File: src/core/chg_pkg.sv
package chg_pkg;

  // register addresses on the register port
  localparam logic [7:0] ADDR_CHARGER_STATUS = 8'h08;
  localparam logic [7:0] ADDR_FAULT_STATUS = 8'h09;
  localparam logic [7:0] ADDR_INPUT_REG_STATUS = 8'h0A;
  localparam logic [7:0] ADDR_RESET_IDENTITY = 8'h0B;

  // writable bit positions
  localparam int VMASK_BIT = 1;
  localparam int IMASK_BIT = 0;
  localparam int REGRST_BIT = 7;

  // reset values and fixed read values
  localparam logic MASK_DEFAULT = 1'b0;
  localparam logic REGRST_DEFAULT = 1'b0;
  localparam logic RESERVED_BIT = 1'b0;
  localparam logic [7:0] RDATA_UNMAPPED = 8'h00;
  localparam logic [7:0] RDATA_RESET = 8'h00;

  typedef enum logic [2:0] {
    SRC_NONE = 3'h0,
    SRC_STD_HOST = 3'h1,
    SRC_CHG_HOST = 3'h2,
    SRC_DEDICATED = 3'h3,
    SRC_UNLISTED = 3'h4,
    SRC_UNKNOWN = 3'h5,
    SRC_NONSTD = 3'h6,
    SRC_OTG = 3'h7
  } src_type_t;

  typedef enum logic [1:0] {
    PH_DISABLED = 2'h0,
    PH_PRECHARGE = 2'h1,
    PH_FAST = 2'h2,
    PH_DONE = 2'h3
  } phase_t;

  typedef enum logic [1:0] {
    CF_NORMAL = 2'h0,
    CF_INPUT = 2'h1,
    CF_THERMAL = 2'h2,
    CF_TIMER = 2'h3
  } chg_fault_t;

  typedef enum logic [2:0] {
    TZ_NORMAL = 3'h0,
    TZ_WARM = 3'h2,
    TZ_COOL = 3'h3,
    TZ_COLD = 3'h5,
    TZ_HOT = 3'h6
  } temp_zone_t;

endpackage

File: src/core/stat_if.sv
`timescale 1ns/100ps
`default_nettype none
interface stat_if;
  import chg_pkg::*;
  src_type_t input_source_type;
  phase_t charge_phase;
  logic power_good_flag;
  logic thermal_regulating_flag;
  logic system_min_regulating_flag;
  logic watchdog_fault;
  logic boost_fault;
  chg_fault_t charge_fault_code;
  logic battery_overvoltage_fault;
  temp_zone_t battery_temperature_zone;
  logic good_input_attached;
  logic input_voltage_limiting_flag;
  logic input_current_limiting_flag;
  logic topoff_timer_counting;
  logic adapter_overvoltage_flag;

  modport src (
    output input_source_type, charge_phase, power_good_flag,
    output thermal_regulating_flag, system_min_regulating_flag,
    output watchdog_fault, boost_fault, charge_fault_code,
    output battery_overvoltage_fault, battery_temperature_zone,
    output good_input_attached, input_voltage_limiting_flag,
    output input_current_limiting_flag, topoff_timer_counting,
    output adapter_overvoltage_flag
  );
  modport dst (
    input input_source_type, charge_phase, power_good_flag,
    input thermal_regulating_flag, system_min_regulating_flag,
    input watchdog_fault, boost_fault, charge_fault_code,
    input battery_overvoltage_fault, battery_temperature_zone,
    input good_input_attached, input_voltage_limiting_flag,
    input input_current_limiting_flag, topoff_timer_counting,
    input adapter_overvoltage_flag
  );
endinterface
`default_nettype wire

File: src/core/event_pulse.sv
`timescale 1ns/100ps
`default_nettype none
// one-cycle pulse on the rising edge of a level, unless masked
module event_pulse (
  // clock and reset
  input wire logic clk,
  input wire logic rst_n,
  // event
  input wire logic level,
  input wire logic mask,
  output logic pulse
);
  logic level_ff;
  wire rise = level & ~level_ff;

  always_ff @(posedge clk or negedge rst_n) begin
    if (!rst_n) begin
      level_ff <= 1'b0;
    end else begin
      level_ff <= level;
    end
  end

  assign pulse = rise & ~mask;
endmodule
`default_nettype wire

File: src/core/status_encode.sv
`timescale 1ns/100ps
`default_nettype none
module status_encode
  import chg_pkg::*;
(
  // clock and reset
  input wire logic clk,
  input wire logic rst_n,
  // live conditions from the analog side
  input wire logic [2:0] src_type_raw,
  input wire logic [1:0] phase_raw,
  input wire logic supply_in_range,
  input wire logic supply_weak,
  input wire logic thermal_reg_active,
  input wire logic vbat_below_sysmin,
  input wire logic sysmin_regulated,
  input wire logic watchdog_expired,
  input wire logic otg_overload,
  input wire logic input_ovp,
  input wire logic battery_too_low,
  input wire logic boost_blocked_other,
  input wire logic input_weak_fault,
  input wire logic thermal_shutdown,
  input wire logic safety_timer_expired,
  input wire logic battery_overvoltage_detect,
  input wire logic [2:0] temp_zone_raw,
  input wire logic buck_mode,
  input wire logic input_attached,
  input wire logic vin_regulating,
  input wire logic iin_regulating,
  input wire logic topoff_counting,
  input wire logic adapter_ovp,
  // encoded, registered fields
  stat_if.src st
);
  // the unlisted source code is folded into no input
  wire src_type_t src_enc = (src_type_raw == SRC_UNLISTED) ? SRC_NONE :
                            src_type_t'(src_type_raw);
  // input fault outranks thermal shutdown, which outranks the timer
  wire chg_fault_t cf_enc = (input_ovp | input_weak_fault) ? CF_INPUT :
                            thermal_shutdown ? CF_THERMAL :
                            safety_timer_expired ? CF_TIMER :
                            CF_NORMAL;
  wire cool_ok = (temp_zone_raw != TZ_COOL) | buck_mode;
  wire zone_listed = (temp_zone_raw == TZ_WARM) |
                     (temp_zone_raw == TZ_COOL) |
                     (temp_zone_raw == TZ_COLD) |
                     (temp_zone_raw == TZ_HOT);
  wire temp_zone_t tz_enc = (zone_listed & cool_ok) ?
                            temp_zone_t'(temp_zone_raw) :
                            TZ_NORMAL;

  always_ff @(posedge clk or negedge rst_n) begin
    if (!rst_n) begin
      st.input_source_type <= SRC_NONE;
      st.charge_phase <= PH_DISABLED;
      st.power_good_flag <= 1'b0;
      st.thermal_regulating_flag <= 1'b0;
      st.system_min_regulating_flag <= 1'b0;
      st.watchdog_fault <= 1'b0;
      st.boost_fault <= 1'b0;
      st.charge_fault_code <= CF_NORMAL;
      st.battery_overvoltage_fault <= 1'b0;
      st.battery_temperature_zone <= TZ_NORMAL;
      st.good_input_attached <= 1'b0;
      st.input_voltage_limiting_flag <= 1'b0;
      st.input_current_limiting_flag <= 1'b0;
      st.topoff_timer_counting <= 1'b0;
      st.adapter_overvoltage_flag <= 1'b0;
    end else begin
      st.input_source_type <= src_enc;
      st.charge_phase <= phase_t'(phase_raw);
      st.power_good_flag <= supply_in_range & ~supply_weak;
      st.thermal_regulating_flag <= thermal_reg_active;
      st.system_min_regulating_flag <=
        vbat_below_sysmin & sysmin_regulated;
      st.watchdog_fault <= watchdog_expired;
      st.boost_fault <= otg_overload | input_ovp | battery_too_low |
                        boost_blocked_other;
      st.charge_fault_code <= cf_enc;
      st.battery_overvoltage_fault <= battery_overvoltage_detect;
      // refreshed every cycle, reads never touch it
      st.battery_temperature_zone <= tz_enc;
      st.good_input_attached <= input_attached;
      st.input_voltage_limiting_flag <= vin_regulating;
      st.input_current_limiting_flag <= iin_regulating;
      st.topoff_timer_counting <= topoff_counting;
      st.adapter_overvoltage_flag <= adapter_ovp;
    end
  end
endmodule
`default_nettype wire

File: src/core/charger_status_fault_regs.sv
`timescale 1ns/100ps
`default_nettype none
module charger_status_fault_regs
  import chg_pkg::*;
#(
  // identity values, arbitrary
  parameter logic [3:0] PART_NUMBER = 4'hA,
  parameter logic MAKER_PART = 1'b1,
  parameter logic [1:0] DEVICE_REVISION = 2'h2
) (
  // clock and reset
  input wire logic mclk,
  input wire logic rst_n,
  // register port from the serial engine
  input wire logic [7:0] reg_addr,
  input wire logic reg_wr,
  input wire logic reg_rd,
  input wire logic [7:0] reg_wdata,
  output logic [7:0] reg_rdata,
  output logic reg_rvalid,
  // live conditions
  input wire logic [2:0] src_type_raw,
  input wire logic [1:0] phase_raw,
  input wire logic supply_in_range,
  input wire logic supply_weak,
  input wire logic thermal_reg_active,
  input wire logic vbat_below_sysmin,
  input wire logic sysmin_regulated,
  input wire logic watchdog_expired,
  input wire logic otg_overload,
  input wire logic input_ovp,
  input wire logic battery_too_low,
  input wire logic boost_blocked_other,
  input wire logic input_weak_fault,
  input wire logic thermal_shutdown,
  input wire logic safety_timer_expired,
  input wire logic battery_overvoltage_detect,
  input wire logic [2:0] temp_zone_raw,
  input wire logic buck_mode,
  input wire logic input_attached,
  input wire logic vin_regulating,
  input wire logic iin_regulating,
  input wire logic topoff_counting,
  input wire logic adapter_ovp,
  // events and register-reset effects
  output logic vin_event_pulse,
  output logic iin_event_pulse,
  output logic regs_default_pulse,
  output logic safety_timer_restart
);

  // reset release through two flops
  logic rst_meta_ff;
  logic rst_sync_ff;
  always_ff @(posedge mclk or negedge rst_n) begin
    if (!rst_n) begin
      rst_meta_ff <= 1'b0;
      rst_sync_ff <= 1'b0;
    end else begin
      rst_meta_ff <= 1'b1;
      rst_sync_ff <= rst_meta_ff;
    end
  end
  wire srst_n = rst_sync_ff;

  stat_if st ();

  status_encode u_encode (
    .clk(mclk),
    .rst_n(srst_n),
    .src_type_raw(src_type_raw),
    .phase_raw(phase_raw),
    .supply_in_range(supply_in_range),
    .supply_weak(supply_weak),
    .thermal_reg_active(thermal_reg_active),
    .vbat_below_sysmin(vbat_below_sysmin),
    .sysmin_regulated(sysmin_regulated),
    .watchdog_expired(watchdog_expired),
    .otg_overload(otg_overload),
    .input_ovp(input_ovp),
    .battery_too_low(battery_too_low),
    .boost_blocked_other(boost_blocked_other),
    .input_weak_fault(input_weak_fault),
    .thermal_shutdown(thermal_shutdown),
    .safety_timer_expired(safety_timer_expired),
    .battery_overvoltage_detect(battery_overvoltage_detect),
    .temp_zone_raw(temp_zone_raw),
    .buck_mode(buck_mode),
    .input_attached(input_attached),
    .vin_regulating(vin_regulating),
    .iin_regulating(iin_regulating),
    .topoff_counting(topoff_counting),
    .adapter_ovp(adapter_ovp),
    .st(st.src)
  );

  // writable state, then the registered read data and read valid
  logic vmask_ff;
  logic imask_ff;
  logic regrst_ff;
  logic [7:0] rdata_ff;
  logic rvalid_ff;

  // write decode; only the writable bits of 0x0A and 0x0B have storage,
  // every other write lands nowhere
  wire wr_inreg = reg_wr & (reg_addr == ADDR_INPUT_REG_STATUS);
  wire wr_rstid = reg_wr & (reg_addr == ADDR_RESET_IDENTITY);
  wire regrst_req = wr_rstid & reg_wdata[REGRST_BIT];
  // the reset acts in the cycle after the write, while the bit reads as set
  wire regrst_fire = regrst_ff;

  wire nxt_vmask = regrst_fire ? MASK_DEFAULT :
                   wr_inreg ? reg_wdata[VMASK_BIT] : vmask_ff;
  wire nxt_imask = regrst_fire ? MASK_DEFAULT :
                   wr_inreg ? reg_wdata[IMASK_BIT] : imask_ff;
  // a new request in the clearing cycle wins over the self-clear
  wire nxt_regrst = regrst_req ? 1'b1 :
                    regrst_fire ? REGRST_DEFAULT : regrst_ff;

  always_ff @(posedge mclk or negedge srst_n) begin
    if (!srst_n) begin
      vmask_ff <= MASK_DEFAULT;
      imask_ff <= MASK_DEFAULT;
      regrst_ff <= REGRST_DEFAULT;
    end else begin
      vmask_ff <= nxt_vmask;
      imask_ff <= nxt_imask;
      regrst_ff <= nxt_regrst;
    end
  end

  assign regs_default_pulse = regrst_fire;
  assign safety_timer_restart = regrst_fire;

  // event pulses
  event_pulse u_vin_evt (
    .clk(mclk),
    .rst_n(srst_n),
    .level(st.input_voltage_limiting_flag),
    .mask(vmask_ff),
    .pulse(vin_event_pulse)
  );

  event_pulse u_iin_evt (
    .clk(mclk),
    .rst_n(srst_n),
    .level(st.input_current_limiting_flag),
    .mask(imask_ff),
    .pulse(iin_event_pulse)
  );

  // read images
  wire [7:0] img_charger = {st.input_source_type, st.charge_phase,
                            st.power_good_flag, st.thermal_regulating_flag,
                            st.system_min_regulating_flag};
  wire [7:0] img_fault = {st.watchdog_fault, st.boost_fault,
                          st.charge_fault_code,
                          st.battery_overvoltage_fault,
                          st.battery_temperature_zone};
  wire [7:0] img_inreg = {st.good_input_attached,
                          st.input_voltage_limiting_flag,
                          st.input_current_limiting_flag, RESERVED_BIT,
                          st.topoff_timer_counting,
                          st.adapter_overvoltage_flag,
                          vmask_ff, imask_ff};
  wire [7:0] img_rstid = {regrst_ff, PART_NUMBER, MAKER_PART,
                          DEVICE_REVISION};
  wire [7:0] rd_mux = (reg_addr == ADDR_CHARGER_STATUS) ? img_charger :
                      (reg_addr == ADDR_FAULT_STATUS) ? img_fault :
                      (reg_addr == ADDR_INPUT_REG_STATUS) ? img_inreg :
                      (reg_addr == ADDR_RESET_IDENTITY) ? img_rstid :
                      RDATA_UNMAPPED;

  always_ff @(posedge mclk or negedge srst_n) begin
    if (!srst_n) begin
      rdata_ff <= RDATA_RESET;
      rvalid_ff <= 1'b0;
    end else begin
      rvalid_ff <= reg_rd;
      if (reg_rd) begin
        rdata_ff <= rd_mux;
      end
    end
  end

  assign reg_rdata = rdata_ff;
  assign reg_rvalid = rvalid_ff;
endmodule
`default_nettype wire

File: config.mk
export PLATFORM = sky130hd
export DESIGN_NAME = charger_status_fault_regs
export DESIGN_NICKNAME = d
export VERILOG_FILES = /design/src/core/chg_pkg.sv /design/src/core/stat_if.sv /design/src/core/event_pulse.sv /design/src/core/status_encode.sv /design/src/core/charger_status_fault_regs.sv
export SDC_FILE = /design/constraint.sdc
export NUM_CORES = 1
export LEC_CHECK = 0
export ABC_AREA = 1
export BUFFER_PORTS_ARGS = -buffer_cell sky130_fd_sc_hd__buf_4
export CAP_MARGIN = 10
export CORE_ASPECT_RATIO = 1.25
export CORE_MARGIN = 5
export CORE_UTILIZATION = 40
export CTS_CLUSTER_SIZE = 25
export DETAILED_ROUTE_END_ITERATION = 8
export GPL_TIMING_DRIVEN = 0
export PLACE_DENSITY = 0.67
export SLEW_MARGIN = 10
export SYNTH_ARGS = -nofsm -noshare
export SYNTH_HDL_FRONTEND = slang
export SYNTH_SLANG_ARGS = --single-unit
File: constraint.sdc
create_clock -name mclk -period 1.5 [get_ports mclk]
set_input_delay 0.075 -clock mclk [delete_from_list [all_inputs] [get_ports mclk]]
set_output_delay 0.075 -clock mclk [all_outputs]
set_load 0.03 [all_outputs]
==> key figures <==
Status
  • Run status: finished, final reports clean

Layout
  • Commonest non-fill, non-tap cell in the layout: buf_4
  • Register area: 927 um2
  • Layout Nets: 298
  • Fin cells: 291
  • Layout cells sized above 1: 32.3%
  • Filler Cell Count: 320
  • Layout Utilization: 63.4%
  • Ant. Diodes: 0
  • P&R area growth vs syn: 53.5%
  • Multi-input gate area in the final layout: 518 um2
  • Most frequent cells in the layout: buf_4, nand2_1, dfrtp_1

Timing
  • Final period utilization: 89.6%
  • Hold Vio Cnt, Final: 0
  • Rel. slew slack: 51.7%
  • Final Slew Violations: 0
  • Least-Margin Pin Slew: 0.725 ns
  • Fin Hold WS: 0.00993 ns
  • RSZ-0062 raised after global routing: no
  • # setup viols final: 0
  • Skew final: 0.00451 ns
  • Fmax: 744 MHz
  • Min cycle time layout: 1.34 ns
  • Total negative setup slack: 0 ns

Route
  • Wire length per cell: 12.4 um
  • Via count: 1,372
  • WL final: 3.61 mm
  • Detail Route Antenna Nets: 0
  • DRT iter0 DRCs: 81
  • Met1 Routed Length: 1.35 mm
  • Residual DRC count: 0
  • DR WL met3: 214 um
  • Uppermost routed layer: met4
  • First-pass detailed-route iteration total: 4
  • Met2 wire len: 1.96 mm
  • Via density: 4.71

Floorplanning
  • Core area: 3750 um2
  • Die span in y: 79.6 um
  • Std-Cell Rows: 25
  • Die Width: 65.7 um
  • IO Pins: 61
  • Die ar.: 5230 um2
  • Starting Density: 41.3%

Global route
  • Total Routing Usage GR: 15.6%
  • Total grt overflow: 0
  • Initial antenna violation count: 0
  • First-pass GRT wire length: 6.07 mm
  • Largest net degree at the start of global routing: 36
  • Vias in the first global route: 1,399

Clock network
  • Setup Buffers After CTS: 0
  • H-tree depth: 2
  • Clock slew at reported path FFs: 0.07 ns
  • CTS buffer count: 5
  • Root Driver: clkbuf_8
  • CTS resizes: 0
  • # hold bufs at CTS: 25
  • TritonCTS clock tree: done
  • Worst-skew pair later-pin latency: 0.28 ns
  • Clk buf depth: 2
  • Clock sinks: 37

Synth
  • Synthesized flop and latch total: 37
  • Area contributors post-synth: dfrtp_1, nand2_1, nand3_1, inv_1, nor2_1
  • Yosys warns: 0
  • Post-synth top area cell: dfrtp_1
  • Avg Cell Area, Syn: 9.57 um2
  • Yosys cell types: 26
  • Sequential-to-total area share from yosys stat: 59.7%
  • Post-synth top area share: 59.7%
  • Syn_nets: 210
  • Syn Inst Count: 162
  • Post-Synthesis Cell Area: 1550 um2

Place
  • PortBufs: 55
  • Hpwl dp: 2.62 mm
  • GPL Wtd Cong: 0.849
  • Cells after DPL: 257

Power
  • Static Leak: 1.22 nW
  • Power Density: 892 nW/um2
  • Worst VDD drop: 0.533 mV

Worst setup path
  • Critical-path cell list: dlygate4sd3_1, buf_4, nor2_1, o21ai_0, dlygate4sd3_1
  • Worst Setup End Kind: flip-flop
  • Worst Reg2Reg Path Length in Cells: 4
  • Worst Path Required: 1.67 ns
  • Crit path largest cell delay: 0.55 ns
  • Startpoint Class: input pin
  • Critical Setup Path Class: input pin to flip-flop
  • Crit path max fanout: 2
  • CP bufs+invs: 3
  • Max stage delay cell, worst path: dlygate4sd3_1
  • Worst EP arrival: 1.51 ns
  • CP delay by family, top: buffers and inverters
  • Crit. path cell count: 5
  • CP most frequent cell: dlygate4sd3_1

Min path
  • Hold WC Path Type: input pin to flip-flop
  • Worst hold path depth: 2

Run
  • Max-Cap Viols: 0
[metal layers]
layer	GRT usage, %	vias up
li1	-	686
met1	17.3	638
met2	27.3	41
met3	4.93	7
met4	6.43	0
met5	0	-
[area by class of cell]
type | instances | area share [%]
Timing Repair Buffer | 81 | 28.3
Buffer | 5 | 1.26
Tap cell | 40 | 2.10
Multi-Input combinational cell | 100 | 21.8
Clock buffer | 7 | 4.05
Clock inverter | 1 | 0.368
Sequential cell | 37 | 39.0
Inverter | 20 | 3.21
[Yosys cell counts]
cell type	n
nor2_1	15
or4_1	1
clkinv_1	1
nand3b_1	3
inv_2	2
a21oi_2	3
nor2_4	2
clkbuf_1	2
and3_1	1
o21a_1	2
nor2_2	1
o21ai_1	2
o21ai_0	2
nand2_1	38
a21oi_1	6
nand2_4	2
nand3_1	15
nor3_1	1
buf_4	3
inv_1	16
nand2_2	1
o2111ai_1	2
clkinv_2	1
nor3_4	2
conb_1	1
dfrtp_1	37
[kinds of logic after synthesis]
| group | Yosys count | synth area share, % |
|---|---|---|
| flops | 37 | 59.7 |
| compound gates | 17 | 7.02 |
| buf+inv | 25 | 6.86 |
| other cells | 1 | 0.242 |
| simple gates | 82 | 26.2 |
[flip-flops by register name, indices dropped and copies added, names as in the netlist, 2 cells and up]
register	flops
reg_rdata	8
u_encode.st.battery_temperature_zone	3
u_encode.st.input_source_type	3
u_encode.st.charge_fault_code	2
u_encode.st.charge_phase	2
[worst register-to-register path, delay by kind of cell (launching register included)]
| family | cells | cell delay (ns) |
|---|---|---|
| simple gates | 3 | 0.21 |
| flops | 1 | 0.38 |
| compound gates | 1 | 0.20 |
[power breakdown]
group / total (mW) / switching (mW) / internal [mW]
sequential: 1.08 / 0.0335 / 1.04
combinational: 0.282 / 0.121 / 0.161
clock: 0.764 / 0.340 / 0.424
[stage by stage]
| stage | worst slack (ns) | total power [mW] | area, um2 |
|---|---|---|---|
| 2_1_floorplan | 0.394 | 1.19 | 1550 |
| 3_5_place_dp | 0.359 | 1.33 | 2010 |
| 3_3_place_gp | 0.0335 | 1.32 | 2010 |
| 4_1_cts | 0.178 | 2.16 | 2370 |
| 5_1_grt | 0.106 | 2.23 | 2380 |
| 6_report | 0.157 | 2.12 | 2380 |
[path summary, 6_finish.rpt]
check                                                start                                to  slack (ns)
worst max register to register  u_encode.st.watchdog_fault                      reg_rdata[7]        0.61
max in group asynchronous                      rst_sync_ff           u_encode.st.boost_fault        0.70
worst max-delay path                             input_ovp  u_encode.st.charge_fault_code[0]        0.16
worst min register to register                 rst_sync_ff                      reg_rdata[6]        0.33
worst min-delay path                  safety_timer_expired  u_encode.st.charge_fault_code[1]        0.01
min in group asynchronous                            rst_n                       rst_sync_ff        0.11
Note: power is estimated with default switching activity, not from simulation.
